**config.mk**
```make
export PLATFORM = sky130hd
export DESIGN_NAME = afd_decoder
export DESIGN_NICKNAME = d
export VERILOG_FILES = /design/src/afd_pkg.sv /design/src/afd_decoder.sv /design/src/afd_fifo.sv /design/src/afd_charmap.sv
export VERILOG_INCLUDE_DIRS = /design/src
export SDC_FILE = /design/constraint.sdc
export NUM_CORES = 1
export LEC_CHECK = 0
export ABC_AREA = 0
export BUFFER_PORTS_ARGS = -buffer_cell sky130_fd_sc_hd__buf_2
export CORE_ASPECT_RATIO = 1.75
export CORE_MARGIN = 4
export CORE_UTILIZATION = 48
export CTS_CLUSTER_SIZE = 8
export DETAILED_ROUTE_END_ITERATION = 6
export GPL_TIMING_DRIVEN = 0
export PLACE_DENSITY = 0.66
export SLEW_MARGIN = 0
export SYNTH_ARGS = -nofsm -noshare
export SYNTH_HDL_FRONTEND = slang
export SYNTH_HIERARCHICAL = 1
export SYNTH_SLANG_ARGS = --single-unit
```
**constraint.sdc**
```tcl
create_clock -name CLK -period 3.8 [get_ports CLK]
set_input_delay 0.57 -clock CLK [delete_from_list [all_inputs] [get_ports CLK]]
set_output_delay 0.57 -clock CLK [all_outputs]
set_load 0.01 [all_outputs]
```
**src/afd_defines.svh**
```systemverilog
// Purpose: Constants for the alpha-field text decoder
// Assumes: Included by bare name from the decoder module only
// Notes: Lead codes, padding value, entry layout and buffer depth
`ifndef AFD_DEFINES_SVH
`define AFD_DEFINES_SVH

`define AFD_LEAD_PAIRS 8'h80
`define AFD_LEAD_HALF 8'h81
`define AFD_LEAD_FULL 8'h82
`define AFD_PAD_BYTE 8'hff
`define AFD_PAD_PAIR 16'hffff
`define AFD_CHAR_W 16
`define AFD_ENTRY_W 19
`define AFD_ENTRY_CHAR_HI 15
`define AFD_ENTRY_UCS2 16
`define AFD_ENTRY_UNCONV 17
`define AFD_ENTRY_DONE 18
`define AFD_FIFO_DEPTH 8
`define AFD_FIFO_LVL_W 4
`define AFD_READY_LVL 4'h7

`endif

```
**src/afd_pkg.sv**
```systemverilog
// Purpose: Types shared by the alpha-field text decoder
// Assumes: Compiled before the decoder modules
// Notes: States and coding schemes
package afd_pkg;

	typedef enum logic [3:0] {
		ST_LEAD,
		ST_COUNT,
		ST_BASE_HI,
		ST_BASE_LO,
		ST_CHARS,
		ST_PAIR_HI,
		ST_PAIR_LO,
		ST_RAW,
		ST_SKIP
	} afd_state_t;

	typedef enum logic [1:0] {
		SCH_NONE,
		SCH_PAIRS,
		SCH_HALF,
		SCH_FULL
	} afd_scheme_t;

endpackage : afd_pkg

```
**src/afd_decoder.sv**
```systemverilog
// Purpose: Decodes an alpha-field byte string into 16-bit characters
// Assumes: Bytes from same-clock record reader; IN_LAST marks final byte
// Notes: Characters pass through an 8-word FIFO to a registered output
// Notes on behaviour
// - Lead byte 80 means each following byte pair up to an FFFF pair is one 16-bit character.
// - In pair scheme the earlier byte is the high half; first char bytes 2,3.
// - Pair scheme padding is FF; an odd trailing byte is never decoded.
// - Lead byte 81: second byte gives the number of characters.
// - Scheme 81 base pointer is third byte shifted left seven, other bits zero.
// - Counted byte with top bit clear is a 7-bit default-alphabet character.
// - Counted byte with top bit set adds low seven bits to base pointer.
// - Lead byte 82: count in byte two, full base from bytes three, four.
// - Scheme 82 characters start at byte five, coded like scheme 81.
// - FF inside the declared count decodes as base plus 7F.
// - One record uses exactly one coding scheme throughout.
// - All three 16-bit schemes are always supported.
`timescale 1ns/1ps
`default_nettype none
`include "afd_defines.svh"
module afd_decoder
	import afd_pkg::*;
(
	input wire logic CLK,
	input wire logic RST,
	input wire logic IN_VALID,
	input wire logic [7:0] IN_DATA,
	input wire logic IN_LAST,
	output logic IN_READY,
	output logic OUT_VALID,
	input wire logic OUT_READY,
	output logic [15:0] OUT_CHAR,
	output logic OUT_UCS2,
	output logic OUT_UNCONV,
	output logic OUT_DONE
);
	afd_state_t state;
	afd_state_t next_state;
	afd_scheme_t scheme;
	afd_scheme_t next_scheme;
	logic [7:0] chars_left;
	logic [7:0] next_left;
	logic [15:0] base;
	logic [15:0] next_base;
	logic [7:0] hi_byte;
	logic [7:0] next_hi;
	logic pending_done;
	logic next_pending;
	logic accept;
	logic wr_valid;
	logic wr_ready;
	logic wr_done;
	logic wr_ucs2;
	logic wr_unconv;
	logic [15:0] wr_char;
	logic [15:0] map_char;
	logic map_ucs2;
	logic rd_valid;
	logic rd_ready;
	logic [`AFD_ENTRY_W-1:0] rd_data;
	logic [`AFD_FIFO_LVL_W-1:0] fifo_level;

	assign accept = IN_VALID && IN_READY;

	afd_charmap u_charmap (
		.code(IN_DATA),
		.base(base),
		.char_out(map_char),
		.is_ucs2(map_ucs2)
	);

	afd_fifo #(
		.WIDTH(`AFD_ENTRY_W),
		.DEPTH(`AFD_FIFO_DEPTH)
	) u_fifo (
		.clk(CLK),
		.rst(RST),
		.in_valid(wr_valid),
		.in_ready(wr_ready),
		.in_data({wr_done, wr_unconv, wr_ucs2, wr_char}),
		.out_valid(rd_valid),
		.out_ready(rd_ready),
		.out_data(rd_data),
		.level(fifo_level)
	);

	// Decode step for one accepted byte
	always_comb begin
		next_state = state;
		next_scheme = scheme;
		next_left = chars_left;
		next_base = base;
		next_hi = hi_byte;
		next_pending = pending_done;
		wr_valid = 1'b0;
		wr_done = 1'b0;
		wr_ucs2 = 1'b0;
		wr_unconv = 1'b0;
		wr_char = 16'h0000;
		if (pending_done) begin
			wr_valid = 1'b1;
			wr_done = 1'b1;
			if (wr_ready) begin
				next_pending = 1'b0;
			end
		end else if (accept) begin
			unique case (state)
				ST_LEAD: begin
					unique case (IN_DATA)
						`AFD_LEAD_PAIRS: begin
							next_scheme = SCH_PAIRS;
							next_state = ST_PAIR_HI;
						end
						`AFD_LEAD_HALF: begin
							next_scheme = SCH_HALF;
							next_state = ST_COUNT;
						end
						`AFD_LEAD_FULL: begin
							next_scheme = SCH_FULL;
							next_state = ST_COUNT;
						end
						default: begin
							next_scheme = SCH_NONE;
							next_state = ST_RAW;
							wr_valid = 1'b1;
							wr_unconv = 1'b1;
							wr_char = {8'h00, IN_DATA};
						end
					endcase
				end
				ST_COUNT: begin
					next_left = IN_DATA;
					next_state = ST_BASE_HI;
				end
				ST_BASE_HI: begin
					if (scheme == SCH_HALF) begin
						next_base = {1'b0, IN_DATA, 7'h00};
						next_state = ST_CHARS;
					end else begin
						next_base = {IN_DATA, base[7:0]};
						next_state = ST_BASE_LO;
					end
				end
				ST_BASE_LO: begin
					next_base = {base[15:8], IN_DATA};
					next_state = ST_CHARS;
				end
				ST_CHARS: begin
					if (chars_left != 8'h00) begin
						wr_valid = 1'b1;
						wr_char = map_char;
						wr_ucs2 = map_ucs2;
						next_left = chars_left - 8'h01;
					end else begin
						next_state = ST_SKIP;
					end
				end
				ST_PAIR_HI: begin
					next_hi = IN_DATA;
					next_state = ST_PAIR_LO;
				end
				ST_PAIR_LO: begin
					if ({hi_byte, IN_DATA} == `AFD_PAD_PAIR) begin
						next_state = ST_SKIP;
					end else begin
						wr_valid = 1'b1;
						wr_ucs2 = 1'b1;
						wr_char = {hi_byte, IN_DATA};
						next_state = ST_PAIR_HI;
					end
				end
				ST_RAW: begin
					wr_valid = 1'b1;
					wr_unconv = 1'b1;
					wr_char = {8'h00, IN_DATA};
				end
				ST_SKIP: begin
					next_state = ST_SKIP;
				end
			endcase
			if (IN_LAST) begin
				next_state = ST_LEAD;
				if (wr_valid) begin
					next_pending = 1'b1;
				end else begin
					wr_valid = 1'b1;
					wr_done = 1'b1;
				end
			end
		end
	end

	always_ff @(posedge CLK) begin
		if (RST) begin
			state <= ST_LEAD;
			scheme <= SCH_NONE;
			pending_done <= 1'b0;
		end else begin
			state <= next_state;
			scheme <= next_scheme;
			pending_done <= next_pending;
		end
	end

	always_ff @(posedge CLK) begin
		if (RST) begin
			chars_left <= 8'h00;
			base <= 16'h0000;
			hi_byte <= 8'h00;
		end else begin
			chars_left <= next_left;
			base <= next_base;
			hi_byte <= next_hi;
		end
	end

	// Input throttle keeps room for one more write after a late ready
	always_ff @(posedge CLK) begin
		if (RST) begin
			IN_READY <= 1'b0;
		end else begin
			IN_READY <= (fifo_level < `AFD_READY_LVL) && !next_pending;
		end
	end

	// Registered output stage
	// Idle cycle after a done entry keeps back-to-back done pulses apart
	assign rd_ready = (!OUT_VALID || OUT_READY) && !OUT_DONE;

	always_ff @(posedge CLK) begin
		if (RST) begin
			OUT_VALID <= 1'b0;
			OUT_DONE <= 1'b0;
			OUT_CHAR <= 16'h0000;
			OUT_UCS2 <= 1'b0;
			OUT_UNCONV <= 1'b0;
		end else begin
			OUT_DONE <= 1'b0;
			if (rd_valid && rd_ready) begin
				OUT_VALID <= !rd_data[`AFD_ENTRY_DONE];
				OUT_DONE <= rd_data[`AFD_ENTRY_DONE];
				OUT_CHAR <= rd_data[`AFD_ENTRY_CHAR_HI:0];
				OUT_UCS2 <= rd_data[`AFD_ENTRY_UCS2];
				OUT_UNCONV <= rd_data[`AFD_ENTRY_UNCONV];
			end else if (OUT_READY) begin
				OUT_VALID <= 1'b0;
			end
		end
	end

	// Last byte taken, for the pair check
	logic [7:0] taken_byte;

	always_ff @(posedge CLK) begin
		if (accept) begin
			taken_byte <= IN_DATA;
		end
	end
endmodule : afd_decoder
`default_nettype wire

```
**src/afd_fifo.sv**
```systemverilog
// Purpose: Flip-flop FIFO with valid and ready on both sides
// Assumes: Single clock, synchronous active-high reset
// Notes: Level output lets the writer throttle ahead of full
`timescale 1ns/1ps
`default_nettype none
module afd_fifo #(
	parameter int WIDTH = 19,
	parameter int DEPTH = 8
) (
	input wire logic clk,
	input wire logic rst,
	input wire logic in_valid,
	output logic in_ready,
	input wire logic [WIDTH-1:0] in_data,
	output logic out_valid,
	input wire logic out_ready,
	output logic [WIDTH-1:0] out_data,
	output logic [$clog2(DEPTH):0] level
);
	localparam int AW = $clog2(DEPTH);
	logic [WIDTH-1:0] mem [DEPTH];
	logic [AW-1:0] wr_ptr;
	logic [AW-1:0] rd_ptr;
	logic push;
	logic pop;

	assign in_ready = (level != (AW+1)'(DEPTH));
	assign out_valid = (level != '0);
	assign out_data = mem[rd_ptr];
	assign push = in_valid && in_ready;
	assign pop = out_valid && out_ready;

	always_ff @(posedge clk) begin
		if (push) begin
			mem[wr_ptr] <= in_data;
		end
	end

	always_ff @(posedge clk) begin
		if (rst) begin
			wr_ptr <= '0;
			rd_ptr <= '0;
			level <= '0;
		end else begin
			if (push) begin
				wr_ptr <= (wr_ptr == AW'(DEPTH-1)) ? '0 : wr_ptr + 1'b1;
			end
			if (pop) begin
				rd_ptr <= (rd_ptr == AW'(DEPTH-1)) ? '0 : rd_ptr + 1'b1;
			end
			if (push && !pop) begin
				level <= level + 1'b1;
			end else if (pop && !push) begin
				level <= level - 1'b1;
			end
		end
	end
endmodule : afd_fifo
`default_nettype wire

```
**src/afd_charmap.sv**
```systemverilog
// Purpose: Maps one counted-scheme byte to a character
// Assumes: Base pointer already assembled
// Notes: Bit 7 set selects base plus offset, else default alphabet
`timescale 1ns/1ps
`default_nettype none
module afd_charmap (
	input wire logic [7:0] code,
	input wire logic [15:0] base,
	output logic [15:0] char_out,
	output logic is_ucs2
);
	assign is_ucs2 = code[7];
	assign char_out = code[7] ? base + {9'h000, code[6:0]} : {9'h000, code[6:0]};
endmodule : afd_charmap
`default_nettype wire

```
# Word-level counts from Yosys, hierarchy flattened
# Memory sizes are Yosys's and may differ from the RTL's. A register that Yosys moved wholly into a read port is not among the register bits.
# Cells that the tools add are included.
# word_totals
regBits,70
ramBits,152
input_bits,13
output_inout_bits,21
elab_cells,130
mem_count,1
# mem_list
name,words,width,rd,rd_clocked_by_memory_dff,write_ports,line_no,rtl
u_fifo.mem,8,19,1,1,1,afd_fifo.sv:21,logic [WIDTH-1:0] mem [DEPTH];
# op_classes
add_sub_neg,6
n_lt_le_gt_ge,1
n_eq_ne,19
n_mux,53
n_bitwise,3
reduce_logical,31
# ops
cell,count
2-to-1 mux 16 bit,6
case mux 16 bit (4 select lines),1
case mux 16 bit (2 select lines),1
case mux 4 bit (8 select lines),1
2-to-1 mux 1 bit,26
"== test 8 bit, second input constant",3
2-to-1 mux 4 bit,5
adder 16 x 7 -> 16 bit,1
"== test 16 bit, second input constant",1
"== test 4 x 3 -> 1 bit, second input constant",4
2-to-1 mux 8 bit,2
case mux 8 bit (2 select lines),1
AND reduction 4 bit,4
2-to-1 mux 3 bit,5
nonzero test 9 bit,1
"== test 4 x 2 -> 1 bit, second input constant",2
nonzero test 2 bit,4
nonzero test 8 bit,1
"subtractor 8 x 1 -> 8 bit, second input constant",1
logical AND 1 bit,7
"adder 3 x 1 -> 3 bit, second input constant",2
"== test 3 bit, second input constant",2
logical NOT 1 bit,6
case mux 2 bit (3 select lines),1
other kinds (19),25

# Logic depth before layout (Yosys ltp)
# Gate-level depths: netlist of the first run.
# logic_depth
word_depth,14
depth_mapped,17
ltp_nobuf,15

# Modules after synthesis
# Netlist of the first run, hierarchy kept.
# modules_own_cells
mod,n_inst,cells_each,area_per_inst_um2,seq_area_each_um2
afd_fifo,1,294,6478.7,4824.6
afd_decoder,1,411,3203.1,1201.2
afd_charmap,1,80,615.6,0.0

# Least setup slack after synthesis of the first run
# OpenSTA, ideal clock, no wires.
# synth_path
path_type,register -> register
from,register state[1]
to,memory u_fifo.mem[0][0] (enable)
setup_time_ps,444
t_arrival_ps,3607
t_required_ps,3356
slack_ps,-251
path_stages_with_launch,10
path_buffers,3
synth_period_minus_slack_ps,4051
path_cell_list,dfxtp_1 clkbuf_8 or4b_1 clkbuf_1 a21oi_1 buf_4 o311ai_4 nand2_1 nand2_2 nor4_1
# synth_between
elab_chain_cells,10
elab_cells_between_ends,13
classes_between,eq/ne: 3; mux: 8; reduce/logical: 2
# synth_lines
element,line_no,rtl
"start, declared",afd_decoder.sv:36,afd_state_t state;
"start signal, assigned",afd_decoder.sv:198,state <= next_state;
== test 4 x 3 -> 1 bit or logical NOT 4 bit (tied branches),afd_decoder.sv:106,unique case (state)
case mux 1 bit (4 select lines) (*),afd_decoder.sv:106,
2-to-1 mux 1 bit (*),afd_decoder.sv:105,end else if (accept) begin
2-to-1 mux 1 bit (*),afd_decoder.sv:99,if (pending_done) begin
2-to-1 mux 1 bit (*),afd_decoder.sv:180,if (IN_LAST) begin
2-to-1 mux 1 bit (*),afd_decoder.sv:105,
2-to-1 mux 1 bit (*),afd_decoder.sv:99,
net wr_valid,afd_decoder.sv:49,logic wr_valid;
logical AND 1 bit (*),afd_fifo.sv:30,assign push = in_valid && in_ready;
2-to-1 mux 1 bit (*),afd_fifo.sv:34,if (push) begin
2-to-1 mux 1 bit (implied by the code) (*),afd_fifo.sv:35,mem[wr_ptr] <= in_data;
"end, declared",afd_fifo.sv:21,
# The timed path passes the listed nets; every way through them passes the cells marked *. The select of a mux whose other input is x is not followed.

# Worst setup path in the final report of the first run
# layout_path
from,input IN_DATA[2]
to,register u_fifo.level[3]
# layout_between
elab_chain_cells,13
elab_cells_between_ends,19
classes_between,eq/ne: 4; mux: 9; reduce/logical: 6
# layout_lines
element,line_no,rtl
"start, declared",afd_decoder.sv:26,"input wire logic [7:0] IN_DATA,"
== test 8 bit,afd_decoder.sv:108,unique case (IN_DATA)
OR reduction 3 bit (no source line),-,
2-to-1 mux 1 bit,afd_decoder.sv:108,
case mux 1 bit (4 select lines) (*),afd_decoder.sv:106,
2-to-1 mux 1 bit (*),afd_decoder.sv:105,
2-to-1 mux 1 bit (*),afd_decoder.sv:99,
2-to-1 mux 1 bit (*),afd_decoder.sv:180,
2-to-1 mux 1 bit (*),afd_decoder.sv:105,
2-to-1 mux 1 bit (*),afd_decoder.sv:99,
net wr_valid,afd_decoder.sv:49,
logical AND 1 bit (*),afd_fifo.sv:30,
net u_fifo.push,afd_fifo.sv:24,logic push;
logical NOT 1 bit,afd_fifo.sv:53,end else if (pop && !push) begin
logical AND 1 bit,afd_fifo.sv:53,
nonzero test 2 bit (no source line),-,
"end signal, assigned",afd_fifo.sv:52,level <= level + 1'b1;
"end signal, assigned",afd_fifo.sv:54,level <= level - 1'b1;
"end, declared",afd_fifo.sv:18,output logic [$clog2(DEPTH):0] level
# Marks and branches as above.
# A chain may end at the register's enable or synchronous reset.

==> summary.txt, run 1 <==
Die
  • Die Ht: 202 um
  • Die W: 119 um
  • Num ports: 34
  • Std-Cell Rows: 70
  • Initial Utilization: 0.490
  • Core Box Area: 0.0210 mm2
  • Die Footprint: 0.0240 mm2

CTS
  • Hold buffers post-CTS: 0
  • TritonCTS Buffers: 34
  • Worst-path clk slew: 50 ps
  • H-tree depth: 2
  • CTS Buffer Depth: 3
  • Clk Latency, worst-skew pair: 490 ps
  • Clock Tree Root: clkbuf_16
  • CTS tree: done
  • # clock sinks: 225

Logic synthesis
  • Post-synth EDFFs: 152
  • Asr flop ratio synth: 0
  • Synth Cell Area: 0.0103 mm2
  • Gate Count Post-Synth: 785
  • Post-synth cell types: 78
  • Synth Net Count: 815
  • Post-synth top flop: edfxtp_1
  • Sequential share of the synthesized area: 0.585
  • Synthesized area per cell: 13.1 um2
  • Synthesis Warnings: 6
  • Synthesis-stage register bit count: 225

Worst setup path
  • Worst Path Arrival: 4000 ps
  • Worst-path fanout max: 10
  • Startpoint Class: input pin
  • CP Launch Point: IN_DATA[2]
  • Worst setup path endpoint: u_fifo/level[3]$_SDFFE_PP0P_
  • Largest stage delay, worst path: 570 ps
  • Worst r2r src: state[1]$_SDFFE_PP0P_
  • CP Data Required Time: 4170 ps
  • Cells along the critical path: buf_2 > buf_6 > or4_4 > o31ai_4 > o211ai_1 > buf_6 > o311ai_4 > nand2_1 > nand2_4 > inv_2 > ha_1 > inv_1 > ha_1 > a21oi_2 > a211oi_1 > a31oi_1 > mux2_2
  • Setup crit end kind: flip-flop
  • CP Class: in2reg
  • Slowest CP cell: or4_4
  • R2R Setup Slk: 190 ps
  • Terminus of the critical flop-to-flop path: u_fifo/mem[5][2]$_DFFE_PP_
  • R2r worst-path depth: 13

Timing
  • Slew HR: 0.358
  • RSZ-0062 raised after global routing: no
  • Endpoints failing setup: 0
  • Crit path time final: 3630 ps
  • Final hold vios: 0
  • Max-slew violations: 0
  • Skew final: 22.0 ps
  • Fmax: 275 MHz
  • Period utilization: 0.957
  • Setup_tns: 0 ps
  • Worst-Margin Slew: 962 ps
  • Setup ws final: 165 ps
  • WHS: 423 ps

Detailed routing
  • WL met1: 9000 um
  • Initial DRT Pass Iterations: 6
  • WL met2: 13100 um
  • Max Used Layer: met4
  • Vias/cell: 5.83
  • Routed Antenna Nets: 0
  • DR vias: 6642
  • Met3 wire length: 1080 um
  • DRC errors left: 0
  • WL per Instance: 21.3 um
  • Routed wire length: 24300 um
  • Initial DRC Count: 332

Flow run
  • Max Cap Viol: 0

Placement
  • Placed insts: 1082
  • Number of port buffers: 33
  • Post-DP Area: 0.0110 mm2
  • Post-place setup slack: -771 ps
  • DP HPWL: 17000 um
  • Gp weighted congestion: 0.900

GRT
  • Gr usage total: 0.206
  • Number of global-route vias before repair: 6989
  • GRT Residual Overflow: 0
  • First-pass GRT wire length: 38300 um
  • Largest net degree at the start of global routing: 15
  • Initial antenna violation count: 0

Finish
  • Layout cells sized above 1: 0.228
  • Antenna Cells: 0
  • Commonest non-fill, non-tap cell in the layout: edfxtp_1
  • Post-route cell area: 0.0120 mm2
  • Layout Cells excl Fill: 1139
  • Highest-count cells in the layout ignoring fill and taps: edfxtp_1, nand2_1, dfxtp_1
  • Final #Nets: 895
  • Util after Layout: 0.571
  • Area Overhead vs Synth: 16.5%

Min path
  • HP Class: in2reg

Power and ir drop
  • Tot Pwr: 7.56 mW
  • Cell Pwr Density: 630 mW/mm2
  • Peak supply drop: 0.323 mV
  • Leak Pwr: 4.22 nW

Status
  • Status: complete, no violations
critical path: cells and delay by family:
family	cells	cell delay (ps)
fa+ha+maj	2	510
buf+inv	5	670
compound gates	6	1060
mux	1	340
simple gates	3	840
power breakdown:
part	internal [mW]	total [mW]	switching (mW)
Combinational	0.877	1.88	1.00
Clock	1.71	2.74	1.03
Sequential	2.83	2.94	0.113
kinds of logic after synthesis:
kind of cell | synth area share
AND/OR/NAND/NOR | 0.113
buffers and inverters | 0.0361
adder cells (fa/ha/maj) | 0.0221
XOR/XNOR | 0.00936
multiplexers | 0.137
AO/OA/AOI/OAI | 0.0968
flip-flops | 0.585
cells in the mapped netlist, types with 3 or more instances:
cell type	number	area [um2]
nor3b_1	3	22.5
mux2_4	18	270
nand2b_1	13	81.3
a21o_1	6	45.0
nor2_1	54	203
edfxtp_1	152	4560
o21ai_0	9	45.0
nand3_1	13	65.1
o31ai_1	5	37.5
a311oi_1	7	61.3
mux2_2	8	90.1
nand2_1	105	394
mux4_2	29	653
a22oi_1	7	52.6
inv_1	11	41.3
o211ai_1	3	22.5
dfxtp_1	73	1460
nand4_1	7	43.8
xor2_1	4	35.0
o21a_1	4	30.0
buf_2	10	50.1
buf_4	3	22.5
nor3_1	15	75.1
buf_6	8	90.1
nand3b_1	3	22.5
mux2i_1	16	160
mux4_1	9	236
a21oi_1	65	325
xnor2_1	7	61.3
a32o_1	8	80.1
clkbuf_1	21	78.8
nor2b_1	3	18.8
nor4_1	4	25.0
clkbuf_2	4	20.0
ha_1	15	188
a211oi_1	3	22.5
or3_1	9	56.3
how the worst min path moves through the flow:
| stage | startpoint | end | depth (start not counted) |
|---|---|---|---|
| floorplan | scheme[1]$_SDFFE_PP0P_ | scheme[1]$_SDFFE_PP0P_ | 2 |
| global placement | OUT_CHAR[14]$_SDFFE_PP0P_ | OUT_CHAR[14]$_SDFFE_PP0P_ | 2 |
| detailed placement | OUT_CHAR[4]$_SDFFE_PP0P_ | OUT_CHAR[4]$_SDFFE_PP0P_ | 2 |
| CTS | OUT_READY | OUT_VALID$_SDFFE_PP0P_ | 4 |
| global route | RST | IN_READY$_SDFF_PP0_ | 3 |
| finish | OUT_READY | OUT_VALID$_SDFFE_PP0P_ | 4 |
layer usage:
metal  up-vias  GRT usage
li1       3139          -
met1      3269      0.231
met2       168      0.376
met3        66     0.0321
met4         0      0.104
met5         -          0
layout make-up:
type / count / area (um2)
Buffer: 48 / 313
Clock buffer: 55 / 951
Clock inverter: 3 / 41.3
Fill cell: 1728 / 9020
Inverter: 12 / 45.0
Multi-Input combinational cell: 497 / 3980
Sequential cell: 225 / 6030
Tap cell: 252 / 315
Timing Repair Buffer: 47 / 330
flip-flops by register name (all words and copies together), names as in the netlist, named ones only:
| name | cells |
|---|---|
| pending_done | 1 |
| OUT_CHAR | 16 |
| u_fifo/level | 4 |
| hi_byte | 8 |
| u_fifo/rd_ptr | 3 |
| scheme | 2 |
| OUT_UCS2 | 1 |
| u_fifo/wr_ptr | 3 |
| base | 16 |
| IN_READY | 1 |
| OUT_VALID | 1 |
| chars_left | 8 |
| OUT_DONE | 1 |
| OUT_UNCONV | 1 |
| state | 4 |
| u_fifo/mem | 152 |
what timing repair did:
action | CTS | global route
pin swaps | 1 | 1
setup buffers | 1 | 1
gates resized for setup | 2 | 4
endpoints found under the setup margin | 1 | 9
Note: power is estimated with default switching activity, not from simulation.
==> run 2, diff against run 1 <==
CORE_MARGIN = unset   (was 4)
CTS_BUF_LIST = sky130_fd_sc_hd__clkbuf_4 sky130_fd_sc_hd__clkbuf_8 sky130_fd_sc_hd__clkbuf_16   (was unset)
==> summary.txt, run 2 (synthesis results as in run 1) <==
Detailed routing
  • Routed Antenna Nets: 0 (unchanged)
  • DRC errors left: 0 (unchanged)
  • Initial DRC Count: 356 (+7.2%)
  • Vias/cell: 5.82 (-0.15%)
  • WL per Instance: 21.2 um (-0.61%)
  • Routed wire length: 24200 um (-0.26%)
  • Initial DRT Pass Iterations: 5 (-1)
  • DR vias: 6655 (+0.20%)

Power and ir drop
  • Leak Pwr: 4.31 nW (+2.1%)
  • Clock power frac: 0.373 (+0.011)
  • Int Power: 5.59 mW (+3.2%)
  • Cell Pwr Density: 638 mW/mm2 (+1.3%)
  • Switching power share of the total: 0.277 (-0.00643)
  • NetSw: 2.14 mW (about the same)
  • Peak supply drop: 0.292 mV (-9.4%)
  • Tot Pwr: 7.73 mW (+2.3%)
  • Sequential fraction of design power: 0.380 (-0.009)
  • Combinational Power Share: 0.246 (-0.002)

Timing
  • Period utilization: 0.968 (+0.0117)
  • Crit path time final: 3680 ps (+44.3 ps)
  • Setup ws final: 121 ps (-44.3 ps)
  • WHS: 434 ps (+11.3 ps)
  • Setup_tns: 0 ps (unchanged)
  • Slew HR: 0.414 (+0.0558)
  • Final hold vios: 0 (unchanged)
  • Worst-Margin Slew: 872 ps (-90.2 ps)
  • Fmax: 272 MHz (-1.2%)
  • Skew final: 14.7 ps (-7.33 ps)
  • Endpoints failing setup: 0 (unchanged)
  • Max-slew violations: 0 (unchanged)

Finish
  • Area Overhead vs Synth: 17.6%
  • Max reg flops: 152 (unchanged)
  • Commonest non-fill, non-tap cell in the layout: edfxtp_1
  • Fillers: 1635 (-5.4%)
  • Top Registers: u_fifo/mem: 152 flops, OUT_CHAR: 16 flops, base: 16 flops
  • Highest-count cells in the layout ignoring fill and taps: edfxtp_1, nand2_1, dfxtp_1
  • Util after Layout: 0.579 (+0.00777)
  • Footprint of the multi-input gates: 0.00398 mm2 (unchanged)
  • Reg area: 0.00603 mm2 (unchanged)
  • Post-route cell area: 0.0121 mm2 (+0.94%)
  • Most flops, register: u_fifo/mem
  • Layout Cells excl Fill: 1143 (+0.35%)
  • Layout cells sized above 1: 0.254 (+0.0259)
  • Antenna Cells: 0 (unchanged)
  • Final #Nets: 897 (+0.22%)

GRT
  • Number of global-route vias before repair: 6850 (-2.0%)
  • First-pass GRT wire length: 37500 um (-1.9%)
  • Initial antenna violation count: 0 (unchanged)
  • GRT Residual Overflow: 0 (unchanged)
  • Gr usage total: 0.228 (+0.0214)
  • Largest net degree at the start of global routing: 15 (unchanged)

Flow run
  • Max Cap Viol: 0 (unchanged)

Worst setup path
  • Largest stage delay, worst path: 570 ps (about the same)
  • Setup crit end kind: flip-flop
  • Worst-path fanout max: 10 (unchanged)
  • CP Class: in2reg
  • R2r worst-path depth: 17 (+4)
  • Cells along the critical path: buf_2 > buf_6 > or4_4 > o31ai_4 > o211ai_1 > buf_6 > o311ai_4 > nand2_1 > nand2_4 > inv_2 > ha_1 > inv_1 > ha_1 > a21oi_2 > a211oi_1 > a31oi_1 > mux2_2
  • CP Launch Point: IN_DATA[2]
  • Startpoint Class: input pin
  • Worst Path Arrival: 4050 ps (+50 ps)
  • Worst r2r src: state[1]$_SDFFE_PP0P_
  • Slowest CP cell: or4_4
  • CP Data Required Time: 4170 ps (about the same)

Status
  • Status: complete, no violations

CTS
  • Hold buffers post-CTS: 0 (unchanged)
  • Clk Latency, worst-skew pair: 490 ps (about the same)
  • CTS tree: done
  • # clock sinks: 225 (unchanged)
  • H-tree depth: 2 (unchanged)
  • TritonCTS Buffers: 34 (unchanged)
  • Clock Tree Root: clkbuf_16
  • Worst-path clk slew: 50 ps (about the same)
  • CTS Buffer Depth: 3 (unchanged)

Die
  • Num ports: 34 (unchanged)
  • Die Footprint: 0.0221 mm2 (-7.9%)
  • Std-Cell Rows: 70 (unchanged)
  • Die W: 113 um (-5.1%)
  • Die Ht: 196 um (-3.0%)
  • Core Box Area: 0.0209 mm2 (-0.42%)
  • Initial Utilization: 0.492 (+0.00205)

Min path
  • HP Class: in2reg
  • Min-Delay Path Depth: 4 (unchanged)
  • Hold Crit Start: OUT_READY

Placement
  • DP HPWL: 17200 um (+1.4%)
  • Post-place setup slack: -628 ps (+142 ps)
  • Gp weighted congestion: 0.940 (+4.5%)
  • Number of port buffers: 33 (unchanged)
  • Post-DP Area: 0.0110 mm2 (+0.19%)
  • Placed insts: 1082 (unchanged)
run 2: changes by cell type in the layout (fill, tap and decap cells not counted), moves of 2 or more:
cell	before	now
buf_16	0	2
buf_4	5	8
buf_8	4	1
clkbuf_1	40	20
clkbuf_4	1	24
clkinv_8	2	0
run 2: worst paths after layout:
| path | end | slack, ps |
|---|---|---|
| worst min register to register | OUT_CHAR[8]$_SDFFE_PP0P_ | 450 |
| worst min-delay path | OUT_VALID$_SDFFE_PP0P_ | 430 |
| worst max register to register | u_fifo/level[3]$_SDFFE_PP0P_ | 230 |
| worst max-delay path | u_fifo/level[3]$_SDFFE_PP0P_ | 120 |
run 2: timing repair:
action / 4_1_cts / 5_1_grt
pin swaps: 1 / 2
buffers inserted: 1 / 4
gates resized for setup: 2 / 4
setup endpoints to repair: 1 / 1
run 2: critical path: cells and delay by family:
kind	cells	cell delay [ps]
AOI/OAI and AO/OA	6	1130
and+or+nand+nor	3	820
buffers and inverters	5	660
adders and majority gates	2	490
muxes	1	360
run 2: metal layers:
metal / track usage / share of wire / vias up / wire (um)
li1: - / - / 3143 / -
met1: 0.236 / 0.36 / 3267 / 8680
met2: 0.433 / 0.55 / 170 / 13300
met3: 0.0324 / 0.043 / 75 / 1040
met4: 0.127 / 0.048 / 0 / 1160
met5: 0 / 0 / - / 0
run 2: area by class of cell:
cell class                      instances  share of cell area
Buffer                                 47              0.0254
Clock buffer                           58              0.0866
Clock inverter                          2             0.00145
Inverter                               12             0.00372
Multi-Input combinational cell        497               0.328
Sequential cell                       225               0.498
Tap cell                              252              0.0260
Timing Repair Buffer                   50              0.0309
run 2: power by group through the flow:
stage | logic (mW) | registers [mW] | clock network (mW)
4_1_cts | 1.90 | 2.94 | 2.94
3_3_place_gp | 1.85 | 2.98 | 0
5_1_grt | 2.07 | 2.96 | 3.04
6_report | 1.91 | 2.94 | 2.89
3_5_place_dp | 1.89 | 2.99 | 0
2_1_floorplan | 1.31 | 3.02 | 0
